<file path="src/hdl/fpal_pkg.sv">
// constants, encodings and carrier types of the alternate-space fp load unit
package fpal_pkg;

  // instruction fields
  localparam int OP_LSB = 30;
  localparam int RD_LSB = 25;
  localparam int OP3_LSB = 19;
  localparam int RS1_LSB = 14;
  localparam int IBIT_POS = 13;
  localparam int ASI_LSB = 5;
  localparam int RSV_LSB = 5;
  localparam int RSV_W = 8;
  localparam int SIMM_W = 13;
  localparam int RD_QUAD_BAD_BIT = 1;

  localparam logic [1:0] OP_MEM = 2'h3;
  localparam logic [5:0] OP3_LD_SGL_ALT = 6'h30;
  localparam logic [5:0] OP3_LD_DBL_ALT = 6'h33;
  localparam logic [5:0] OP3_LD_QUAD_ALT = 6'h32;
  localparam logic [5:0] OP3_LD_FSR = 6'h21;
  localparam logic [4:0] RD_FSR_LOWER = 5'h00;
  localparam logic [4:0] RD_FSR_FULL = 5'h01;

  // address space identifiers
  localparam int ASI_PRIV_BIT = 7;
  localparam logic [7:0] ASI_LE_MASK = 8'h08;
  localparam logic [7:0] ASI_RSV_LO = 8'h30;
  localparam logic [7:0] ASI_RSV_HI = 8'h7F;
  localparam logic [7:0] ASI_NUCLEUS = 8'h04;
  localparam logic [7:0] ASI_AIU_PRIM = 8'h10;
  localparam logic [7:0] ASI_AIU_SEC = 8'h11;
  localparam logic [7:0] ASI_REAL = 8'h14;
  localparam logic [7:0] ASI_REAL_IO = 8'h15;
  localparam logic [7:0] ASI_PRIM = 8'h80;
  localparam logic [7:0] ASI_SEC = 8'h81;
  localparam logic [7:0] ASI_PRIM_NF = 8'h82;
  localparam logic [7:0] ASI_SEC_NF = 8'h83;
  localparam logic [7:0] ASI_SHORT_LO = 8'hD0;
  localparam logic [7:0] ASI_SHORT_HI = 8'hDB;
  localparam logic [7:0] ASI_SHORT_GAP_MASK = 8'h04;

  // word counts and alignment masks
  localparam logic [2:0] WORDS_SGL = 3'h1;
  localparam logic [2:0] WORDS_DBL = 3'h2;
  localparam logic [2:0] WORDS_QUAD = 3'h4;
  localparam logic [3:0] ALIGN_WORD = 4'h3;
  localparam logic [3:0] ALIGN_DBL = 4'h7;
  localparam logic [3:0] ALIGN_QUAD = 4'hF;
  localparam logic [7:0] WORD_BYTES = 8'h04;

  localparam logic [2:0] FTT_INVALID_FP_REG = 3'h6;

  // register port offsets
  localparam logic [3:0] REG_FSR_LO = 4'h0;
  localparam logic [3:0] REG_FSR_HI = 4'h4;
  localparam logic [3:0] REG_STATUS = 4'h8;

  typedef enum logic [3:0] {
    EXC_NONE = 4'h0, EXC_ILLEGAL = 4'h1, EXC_FPU_DISABLED = 4'h2, EXC_OTHER_FP = 4'h3,
    EXC_MISALIGNED = 4'h4, EXC_DBL_MISALIGNED = 4'h5, EXC_QUAD_MISALIGNED = 4'h6,
    EXC_PRIV_ACTION = 4'h7, EXC_DATA_ACCESS = 4'h8
  } fpal_exc_t;

  typedef enum logic [1:0] {KIND_SGL = 2'h0, KIND_DBL = 2'h1, KIND_QUAD = 2'h2, KIND_FSR = 2'h3} fpal_kind_t;
  typedef enum logic [1:0] {ST_IDLE = 2'b00, ST_DRAIN = 2'b01, ST_XFER = 2'b11} fpal_state_t;

  typedef struct packed {logic valid; logic [31:0] instr; logic [63:0] rs1_val; logic [63:0] rs2_val;} fpal_issue_t;
  typedef struct packed {
    logic [7:0] asi_reg; logic [7:0] implicit_asi; logic priv; logic pef; logic fef;
    logic fpu_present; logic fp_operate_instr_busy;
  } fpal_ctx_t;
  typedef struct packed {logic req; logic [63:0] addr; logic [7:0] asi;} fpal_mem_req_t;
  typedef struct packed {logic ack; logic err; logic [31:0] data;} fpal_mem_rsp_t;
  typedef struct packed {logic we; logic [4:0] rd; logic [2:0] nwords; logic [127:0] data;} fpal_fpr_wr_t;
  typedef struct packed {logic valid; logic handoff; fpal_exc_t exc; logic [2:0] ftt;} fpal_res_t;

endpackage : fpal_pkg

</file>
<file path="src/hdl/fpal_load_unit.sv">
// alternate-space fp loads and lower fp state register load, with exception checks
//
// The plain strobed port and the register addresses were chosen for this implementation.
`timescale 1ns/10ps
module fpal_load_unit
  import fpal_pkg::*;
#(
  parameter int QUAD_IN_HW = 0,
  parameter logic [31:0] FSR_KEEP_MASK = 32'h0047E000
) (
  input wire logic core_clk, // core clock
  input wire logic rst_n, // synchronous reset, active low
  input wire fpal_issue_t issue, // instruction and source operands
  input wire fpal_ctx_t ctx, // processor state seen by the checks
  output logic issue_ready, // unit can take an instruction
  output fpal_mem_req_t mem_o, // word request to the load path
  input wire fpal_mem_rsp_t mem_i, // word answer from the load path
  output fpal_fpr_wr_t fpr_o, // fp register file write
  output fpal_res_t res_o, // completion or trap report
  output logic [63:0] fsr_o, // fp state register
  input wire logic [3:0] reg_addr, // register port address
  input wire logic [31:0] reg_wdata, // register port write data
  input wire logic reg_wr, // register port write strobe
  input wire logic reg_rd, // register port read strobe
  output logic [31:0] reg_rdata // register port read data
);

  if (QUAD_IN_HW != 0 && QUAD_IN_HW != 1) begin : g_bad_quad
    $error("QUAD_IN_HW must be 0 or 1");
  end

  typedef struct packed {
    fpal_state_t st;
    fpal_kind_t kind;
    logic [4:0] rd;
    logic le;
    logic [63:0] waddr;
    logic [7:0] asi;
    logic [2:0] idx;
    logic [2:0] nwords;
    logic [127:0] buf_w;
    fpal_fpr_wr_t fpr;
    fpal_res_t res;
    logic [63:0] fp_state_register;
    logic [31:0] rdata;
  } fpal_regs_t;

  fpal_regs_t s_reg;
  fpal_regs_t s_next;

  function automatic logic asi_big_ok(input logic [7:0] a);
    asi_big_ok = (a == ASI_NUCLEUS) || (a == ASI_AIU_PRIM) || (a == ASI_AIU_SEC) ||
                 (a == ASI_REAL) || (a == ASI_REAL_IO) || (a == ASI_PRIM) ||
                 (a == ASI_SEC) || (a == ASI_PRIM_NF) || (a == ASI_SEC_NF);
  endfunction : asi_big_ok

  // spaces that turn the double opcode into a block or short load
  function automatic logic asi_other_variant(input logic [7:0] a);
    logic short_hit;
    logic block_hit;
    short_hit = (a >= ASI_SHORT_LO) && (a <= ASI_SHORT_HI) && ((a & ASI_SHORT_GAP_MASK) == 8'h00);
    block_hit = (a == 8'h16) || (a == 8'h17) || (a == 8'h1E) || (a == 8'h1F) ||
                (a == 8'hF0) || (a == 8'hF1) || (a == 8'hF8) || (a == 8'hF9) ||
                (a == 8'hE0) || (a == 8'hE1);
    asi_other_variant = short_hit || block_hit;
  endfunction : asi_other_variant

  function automatic logic [63:0] swap_bytes64(input logic [63:0] d);
    logic [63:0] r;
    r = '0;
    for (int b = 0; b < 8; b++) begin
      r[8*b +: 8] = d[8*(7-b) +: 8];
    end
    swap_bytes64 = r;
  endfunction : swap_bytes64

  always_comb begin
    logic [1:0] op;
    logic [5:0] op3;
    logic [4:0] rd;
    logic ibit;
    logic is_sgl;
    logic is_dbl;
    logic is_quad;
    logic is_fsr;
    logic is_alt;
    logic [63:0] ea;
    logic [7:0] asi;
    logic asi_ok;
    logic priv_bad;
    logic [3:0] low;
    fpal_exc_t exc;
    logic handoff;
    logic [127:0] shifted;
    logic [127:0] wdata;
    logic [63:0] dbl;
    op = '0;
    op3 = '0;
    rd = '0;
    ibit = 1'b0;
    is_sgl = 1'b0;
    is_dbl = 1'b0;
    is_quad = 1'b0;
    is_fsr = 1'b0;
    is_alt = 1'b0;
    ea = '0;
    asi = '0;
    asi_ok = 1'b0;
    priv_bad = 1'b0;
    low = '0;
    exc = EXC_NONE;
    handoff = 1'b0;
    shifted = '0;
    wdata = '0;
    dbl = '0;
    s_next = s_reg;
    s_next.fpr.we = 1'b0;
    s_next.res = '0;
    s_next.rdata = '0;

    op = issue.instr[OP_LSB +: 2];
    op3 = issue.instr[OP3_LSB +: 6];
    rd = issue.instr[RD_LSB +: 5];
    ibit = issue.instr[IBIT_POS];
    is_sgl = (op == OP_MEM) && (op3 == OP3_LD_SGL_ALT);
    is_dbl = (op == OP_MEM) && (op3 == OP3_LD_DBL_ALT);
    is_quad = (op == OP_MEM) && (op3 == OP3_LD_QUAD_ALT);
    is_fsr = (op == OP_MEM) && (op3 == OP3_LD_FSR);
    is_alt = is_sgl || is_dbl || is_quad;
    // address and space selection
    if (ibit) begin
      ea = issue.rs1_val + {{(64-SIMM_W){issue.instr[SIMM_W-1]}}, issue.instr[SIMM_W-1:0]};
      asi = ctx.asi_reg;
    end else begin
      ea = issue.rs1_val + issue.rs2_val;
      asi = issue.instr[ASI_LSB +: 8];
    end
    if (is_fsr) begin
      asi = ctx.implicit_asi;
    end
    low = ea[3:0];
    if (is_dbl) begin
      asi_ok = asi_big_ok(asi & ~ASI_LE_MASK);
    end else begin
      asi_ok = asi_big_ok(asi);
    end
    if (ctx.priv) begin
      priv_bad = (asi >= ASI_RSV_LO) && (asi <= ASI_RSV_HI);
    end else begin
      priv_bad = !asi[ASI_PRIV_BIT];
    end

    // one trap reported, highest priority first
    if (is_fsr && rd == RD_FSR_FULL) begin
      handoff = 1'b1;
    end else if (is_fsr && rd != RD_FSR_LOWER) begin
      exc = EXC_ILLEGAL;
    end else if (is_fsr && !ibit && issue.instr[RSV_LSB +: RSV_W] != '0) begin
      exc = EXC_ILLEGAL;
    end else if (is_quad && QUAD_IN_HW == 0) begin
      exc = EXC_ILLEGAL;
    end else if (is_dbl && asi_other_variant(asi)) begin
      handoff = 1'b1;
    end else if (!ctx.fpu_present || !ctx.fef || !ctx.pef) begin
      exc = EXC_FPU_DISABLED;
    end else if (is_quad && rd[RD_QUAD_BAD_BIT]) begin
      exc = EXC_OTHER_FP;
    end else if ((low & ALIGN_WORD) != 4'h0) begin
      exc = EXC_MISALIGNED;
    end else if (is_dbl && (low & ALIGN_DBL) != 4'h0) begin
      exc = EXC_DBL_MISALIGNED;
    end else if (is_quad && (low & ALIGN_QUAD) != 4'h0) begin
      exc = EXC_QUAD_MISALIGNED;
    end else if (is_alt && priv_bad) begin
      exc = EXC_PRIV_ACTION;
    end else if (is_alt && !asi_ok) begin
      exc = EXC_DATA_ACCESS;
    end

    case (s_reg.st)
      ST_IDLE: begin
        if (issue.valid && (is_alt || is_fsr)) begin
          if (handoff) begin
            s_next.res.valid = 1'b1;
            s_next.res.handoff = 1'b1;
          end else if (exc != EXC_NONE) begin
            s_next.res.valid = 1'b1;
            s_next.res.exc = exc;
            s_next.res.ftt = (exc == EXC_OTHER_FP) ? FTT_INVALID_FP_REG : 3'h0;
          end else begin
            s_next.st = is_fsr ? ST_DRAIN : ST_XFER;
            s_next.kind = is_fsr ? KIND_FSR : is_sgl ? KIND_SGL : is_dbl ? KIND_DBL : KIND_QUAD;
            s_next.nwords = (is_sgl || is_fsr) ? WORDS_SGL : is_dbl ? WORDS_DBL : WORDS_QUAD;
            s_next.rd = rd;
            s_next.le = is_dbl && ((asi & ASI_LE_MASK) != 8'h00);
            s_next.waddr = ea;
            s_next.asi = asi;
            s_next.idx = '0;
            s_next.buf_w = '0;
          end
        end
      end
      ST_DRAIN: begin
        if (!ctx.fp_operate_instr_busy) begin
          s_next.st = ST_XFER;
        end
      end
      ST_XFER: begin
        if (mem_i.ack) begin
          shifted = {s_reg.buf_w[95:0], mem_i.data};
          s_next.buf_w = shifted;
          s_next.waddr = s_reg.waddr + {56'h0, WORD_BYTES};
          s_next.idx = s_reg.idx + 3'h1;
          if (mem_i.err) begin
            // nothing was written yet, so destinations stay intact
            s_next.st = ST_IDLE;
            s_next.res.valid = 1'b1;
            s_next.res.exc = EXC_DATA_ACCESS;
          end else if (s_reg.idx == s_reg.nwords - 3'h1) begin
            s_next.st = ST_IDLE;
            s_next.res.valid = 1'b1;
            if (s_reg.kind == KIND_FSR) begin
              s_next.fp_state_register[31:0] = (s_reg.fp_state_register[31:0] & FSR_KEEP_MASK) | (shifted[31:0] & ~FSR_KEEP_MASK);
            end else begin
              dbl = s_reg.le ? swap_bytes64(shifted[63:0]) : shifted[63:0];
              case (s_reg.kind)
                KIND_SGL: wdata = {96'h0, shifted[31:0]};
                KIND_DBL: wdata = {64'h0, dbl};
                default: wdata = shifted;
              endcase
              s_next.fpr.we = 1'b1;
              s_next.fpr.rd = s_reg.rd;
              s_next.fpr.nwords = s_reg.nwords;
              s_next.fpr.data = wdata;
            end
          end
        end
      end
      default: s_next.st = ST_IDLE;
    endcase

    // register port; a finishing state load wins over a write in the same cycle
    if (reg_wr && !(s_reg.st == ST_XFER && s_next.st == ST_IDLE && s_reg.kind == KIND_FSR)) begin
      if (reg_addr == REG_FSR_LO) begin
        s_next.fp_state_register[31:0] = reg_wdata;
      end else if (reg_addr == REG_FSR_HI) begin
        s_next.fp_state_register[63:32] = reg_wdata;
      end
    end
    if (reg_rd) begin
      if (reg_addr == REG_FSR_LO) begin
        s_next.rdata = s_reg.fp_state_register[31:0];
      end else if (reg_addr == REG_FSR_HI) begin
        s_next.rdata = s_reg.fp_state_register[63:32];
      end else if (reg_addr == REG_STATUS) begin
        s_next.rdata = {24'h0, s_reg.idx, s_reg.kind, 1'b0, s_reg.st};
      end else begin
        s_next.rdata = '0;
      end
    end
  end

  always_ff @(posedge core_clk) begin
    if (!rst_n) begin
      s_reg <= '0;
    end else begin
      s_reg <= s_next;
    end
  end

  assign issue_ready = (s_reg.st == ST_IDLE);
  assign mem_o.req = (s_reg.st == ST_XFER);
  assign mem_o.addr = s_reg.waddr;
  assign mem_o.asi = s_reg.asi;
  assign fpr_o = s_reg.fpr;
  assign res_o = s_reg.res;
  assign fsr_o = s_reg.fp_state_register;
  assign reg_rdata = s_reg.rdata;

endmodule : fpal_load_unit

</file>
<file path="config.mk">
export PLATFORM = sky130hd
export DESIGN_NAME = fpal_load_unit
export DESIGN_NICKNAME = d
export VERILOG_FILES = /design/src/hdl/fpal_pkg.sv /design/src/hdl/fpal_load_unit.sv
export SDC_FILE = /design/constraint.sdc
export NUM_CORES = 1
export LEC_CHECK = 0
export BUFFER_PORTS_ARGS = -buffer_cell sky130_fd_sc_hd__clkbuf_2
export CAP_MARGIN = 20
export CORE_MARGIN = 1
export CORE_UTILIZATION = 40
export CTS_CLUSTER_DIAMETER = 200
export DETAILED_ROUTE_END_ITERATION = 7
export GPL_ROUTABILITY_DRIVEN = 0
export SLEW_MARGIN = 20
export SYNTH_ARGS = -nofsm -noshare
export SYNTH_HDL_FRONTEND = slang
export SYNTH_SLANG_ARGS = --single-unit
</file>
<file path="constraint.sdc">
create_clock -name core_clk -period 4.8 [get_ports core_clk]
set_input_delay 0.24 -clock core_clk [delete_from_list [all_inputs] [get_ports core_clk]]
set_output_delay 0.24 -clock core_clk [all_outputs]
set_load 0.02 [all_outputs]
</file>
==> flow_summary.json <==
{
  "hold_ws_ns": 0.0391,
  "grt_pass1_vias": 21000,
  "area_growth_pct": 13.3,
  "r2r-end": "mem_o[68]",
  "path_buf_inv": 1,
  "grt.overflow.total": 0,
  "hold_violations": 0,
  "grt_pass1_wl_um": 124000,
  "clk_latency_ns": 0.59,
  "layout_common_cells": "clkbuf_2, dfxtp_1, nor2_1",
  "port_buffers": 565,
  "endpoint": "mem_o[71]",
  "dr.max_layer_used": "met5",
  "post-dp-hpwl_um": 59400,
  "rrSetupSlack_ns": 1.25,
  "met3_wirelength_um": 4940,
  "hold_class": "in2reg",
  "ys_ff_latch": 424,
  "drc": 0,
  "cpLargestDelayFamily": "compound AO/OA/AOI/OAI gates",
  "route.met2.wl_um": 40600,
  "dr.pass1.iters": 5,
  "core_um2": 61600,
  "powerDensity_nw_per_um2": 310,
  "end_kind": "flop",
  "nets": 3609,
  "timing.setup.tns_ns": 0,
  "ys_async_sr_fraction_pct": 0,
  "vdd_drop_max_mv": 0.224,
  "synth_ff_type": "dfxtp_1",
  "slew_viol_final": 0,
  "r2r_start": "mem_o[14]",
  "fin_crit_sh_pct": 80.1,
  "numCtsBuffers": 46,
  "ios": 572,
  "path_clk_slew_ns": 0.06,
  "max_stage_delay_ns": 0.61,
  "wl_um": 82200,
  "ys_seq_area_share_pct": 34.1,
  "ys.warnings.count": 0,
  "cp.depth": 14,
  "timing.critical_path.mode_cell": "nand2_1",
  "synth_area_leaders": "dfxtp_1, buf_4, nor2_1",
  "drive_gt1_share_pct": 22.4,
  "num_vias": 22700,
  "synth_top_cell_area_share_pct": 34.1,
  "layout_min_cycle_time_ns": 3.84,
  "drt_iter0_markers": 1648,
  "antenna_found_initial": 1,
  "routedWlPerCell_um": 19.8,
  "fmax_ghz": 0.260,
  "path_cells": "clkbuf_2 -> nand2_1 -> o21ai_0 -> ha_1 -> and4_1 -> o211ai_1 -> or2_1 -> a311o_1 -> a2111oi_4 -> o211ai_2 -> a311oi_1 -> o21ai_1 -> mux2i_1 -> nand2_1",
  "fin_ws_ns": 0.955,
  "path_class": "in2reg",
  "grt_setup_unrepaired": "false",
  "synth.avg_cell_area_um2": 8.05,
  "die-width_um": 251,
  "grt_usage_pct": 24.7,
  "start_kind": "input pin",
  "crit_path_top_delay_cell": "a2111oi_4",
  "cp.arrival_ns": 4.31,
  "startpoint": "issue[141]",
  "final_core_util_pct": 45.7,
  "stdcell_count": 4155,
  "start_util_pct": 40.4,
  "diodes": 0,
  "htreeDepth": 2,
  "dp.cells": 4012,
  "finalSetupViolCount": 0,
  "largest_reg_flops": 137,
  "clockRootBuffer": "clkbuf_16",
  "synth_edf_count": 0,
  "maxSlewHeadroom_pct": 32.3,
  "worstRegToRegCells": 10,
  "wl_met1_um": 34300,
  "drtAntennaViolNets": 0,
  "post-place-ws_ns": 0.460,
  "cts_buffer_depth": 3,
  "synth_cells": 3089,
  "viasPerCell": 5.47,
  "fin_worst_skew_ns": 0.0254,
  "final_common_cell": "clkbuf_2",
  "synth_cell_types": 98,
  "p_leak_nw": 11.6,
  "cap_violations": 0,
  "worstMarginPinSlew_ns": 1.01,
  "status": "finished, final reports clean",
  "cts.sinks": 424,
  "critPathRequiredTime_ns": 5.26,
  "tritoncts": "built",
  "rows": 91,
  "dieArea_um2": 63200,
  "die_h_um": 251,
  "grt_max_degree": 137,
  "worstPathMaxFanout": 22,
  "yosysTopAreaCell": "dfxtp_1",
  "syn_area_um2": 24900
}
## layout make-up
class,count,area [um^2]
multi-input combinational,2010,12700
clock inverter,23,357
tap,837,1050
timing repair buffer,662,3780
inverter,137,522
clock buffer,62,1320
sequential,424,8490
fill,6271,33400
## per-stage QoR
stage          power [mW]  instance area (um^2)
2_1_floorplan        4.45                 24900
3_3_place_gp         4.83                 25900
3_5_place_dp         4.83                 25900
4_1_cts              8.79                 28200
5_1_grt              9.04                 28200
6_report             8.73                 28200
## how the worst min path moves through the flow
stage | cells past startpoint | to | from
detailed placement | 2 | mem_o[8] | mem_o[8]
global placement | 2 | mem_o[9] | mem_o[9]
global route | 3 | fpr_o[24] | mem_i[24]
floorplan | 2 | s_reg[449] | issue[153]
CTS | 3 | fpr_o[23] | mem_i[23]
finish | 3 | fpr_o[5] | mem_i[5]
## worst register-to-register path, stage by stage (launching register included)
cell and delay [ns]:
dfxtp_1 0.43, and4_1 0.35, nand4_1 0.23, nor4_2 0.63
nand2_1 0.31, nor2_1 0.44, nand3_1 0.26, nor3_1 0.29
a21oi_1 0.12, a311o_1 0.34, o31ai_1 0.07
## cell usage after synthesis, types with 9 or more instances
library cell	count
a31oi_1	27
nor2_1	379
ha_1	71
nand2_1	225
o22ai_1	18
o21a_1	12
inv_1	136
dfxtp_1	424
and3_1	16
nand3_1	75
xnor2_1	37
nor2b_1	17
a21o_1	37
buf_1	12
xor2_1	23
nor3_1	39
nor4_1	17
clkbuf_1	142
a22o_1	64
buf_6	10
a21oi_1	150
nand4_1	40
a2111oi_0	9
a211oi_1	68
nand2b_1	22
mux2_2	13
o211a_1	9
a311oi_1	35
o21ai_0	178
and2_1	18
mux2i_1	85
buf_4	325
o21bai_1	11
o211ai_1	13
buf_2	27
a22oi_1	162
## cell families (layout without fill, tap and decap cells)
| group | Yosys count | count (layout) | share of synthesized area [%] |
|---|---|---|---|
| flops | 424 | 424 | 34.1 |
| xor+xnor | 60 | 60 | 2.11 |
| other cells | 1 | 2 | 0.0151 |
| mux | 100 | 100 | 4.16 |
| simple gates | 903 | 903 | 16.5 |
| fa+ha+maj | 72 | 72 | 3.65 |
| buf+inv | 656 | 884 | 15.3 |
| compound gates | 873 | 873 | 24.2 |
## routing by layer
layer / track usage, % / vias to the layer above
li1: - / 11100
met1: 30.4 / 10800
met2: 43.5 / 696
met3: 4.65 / 129
met4: 7.32 / 2
met5: 0 / -
## what timing repair did
action,CTS,global route
endpoints found under the hold margin,99,0
hold buffers,58,0
resized for setup,0,0
buffers inserted,0,0
## power by group
| group | switching [mW] | internal, mW |
|---|---|---|
| clock network | 1.55 | 2.38 |
| logic | 0.778 | 0.471 |
| registers | 0.0182 | 3.53 |
No activity file was read; power rests on OpenSTA's default activity.
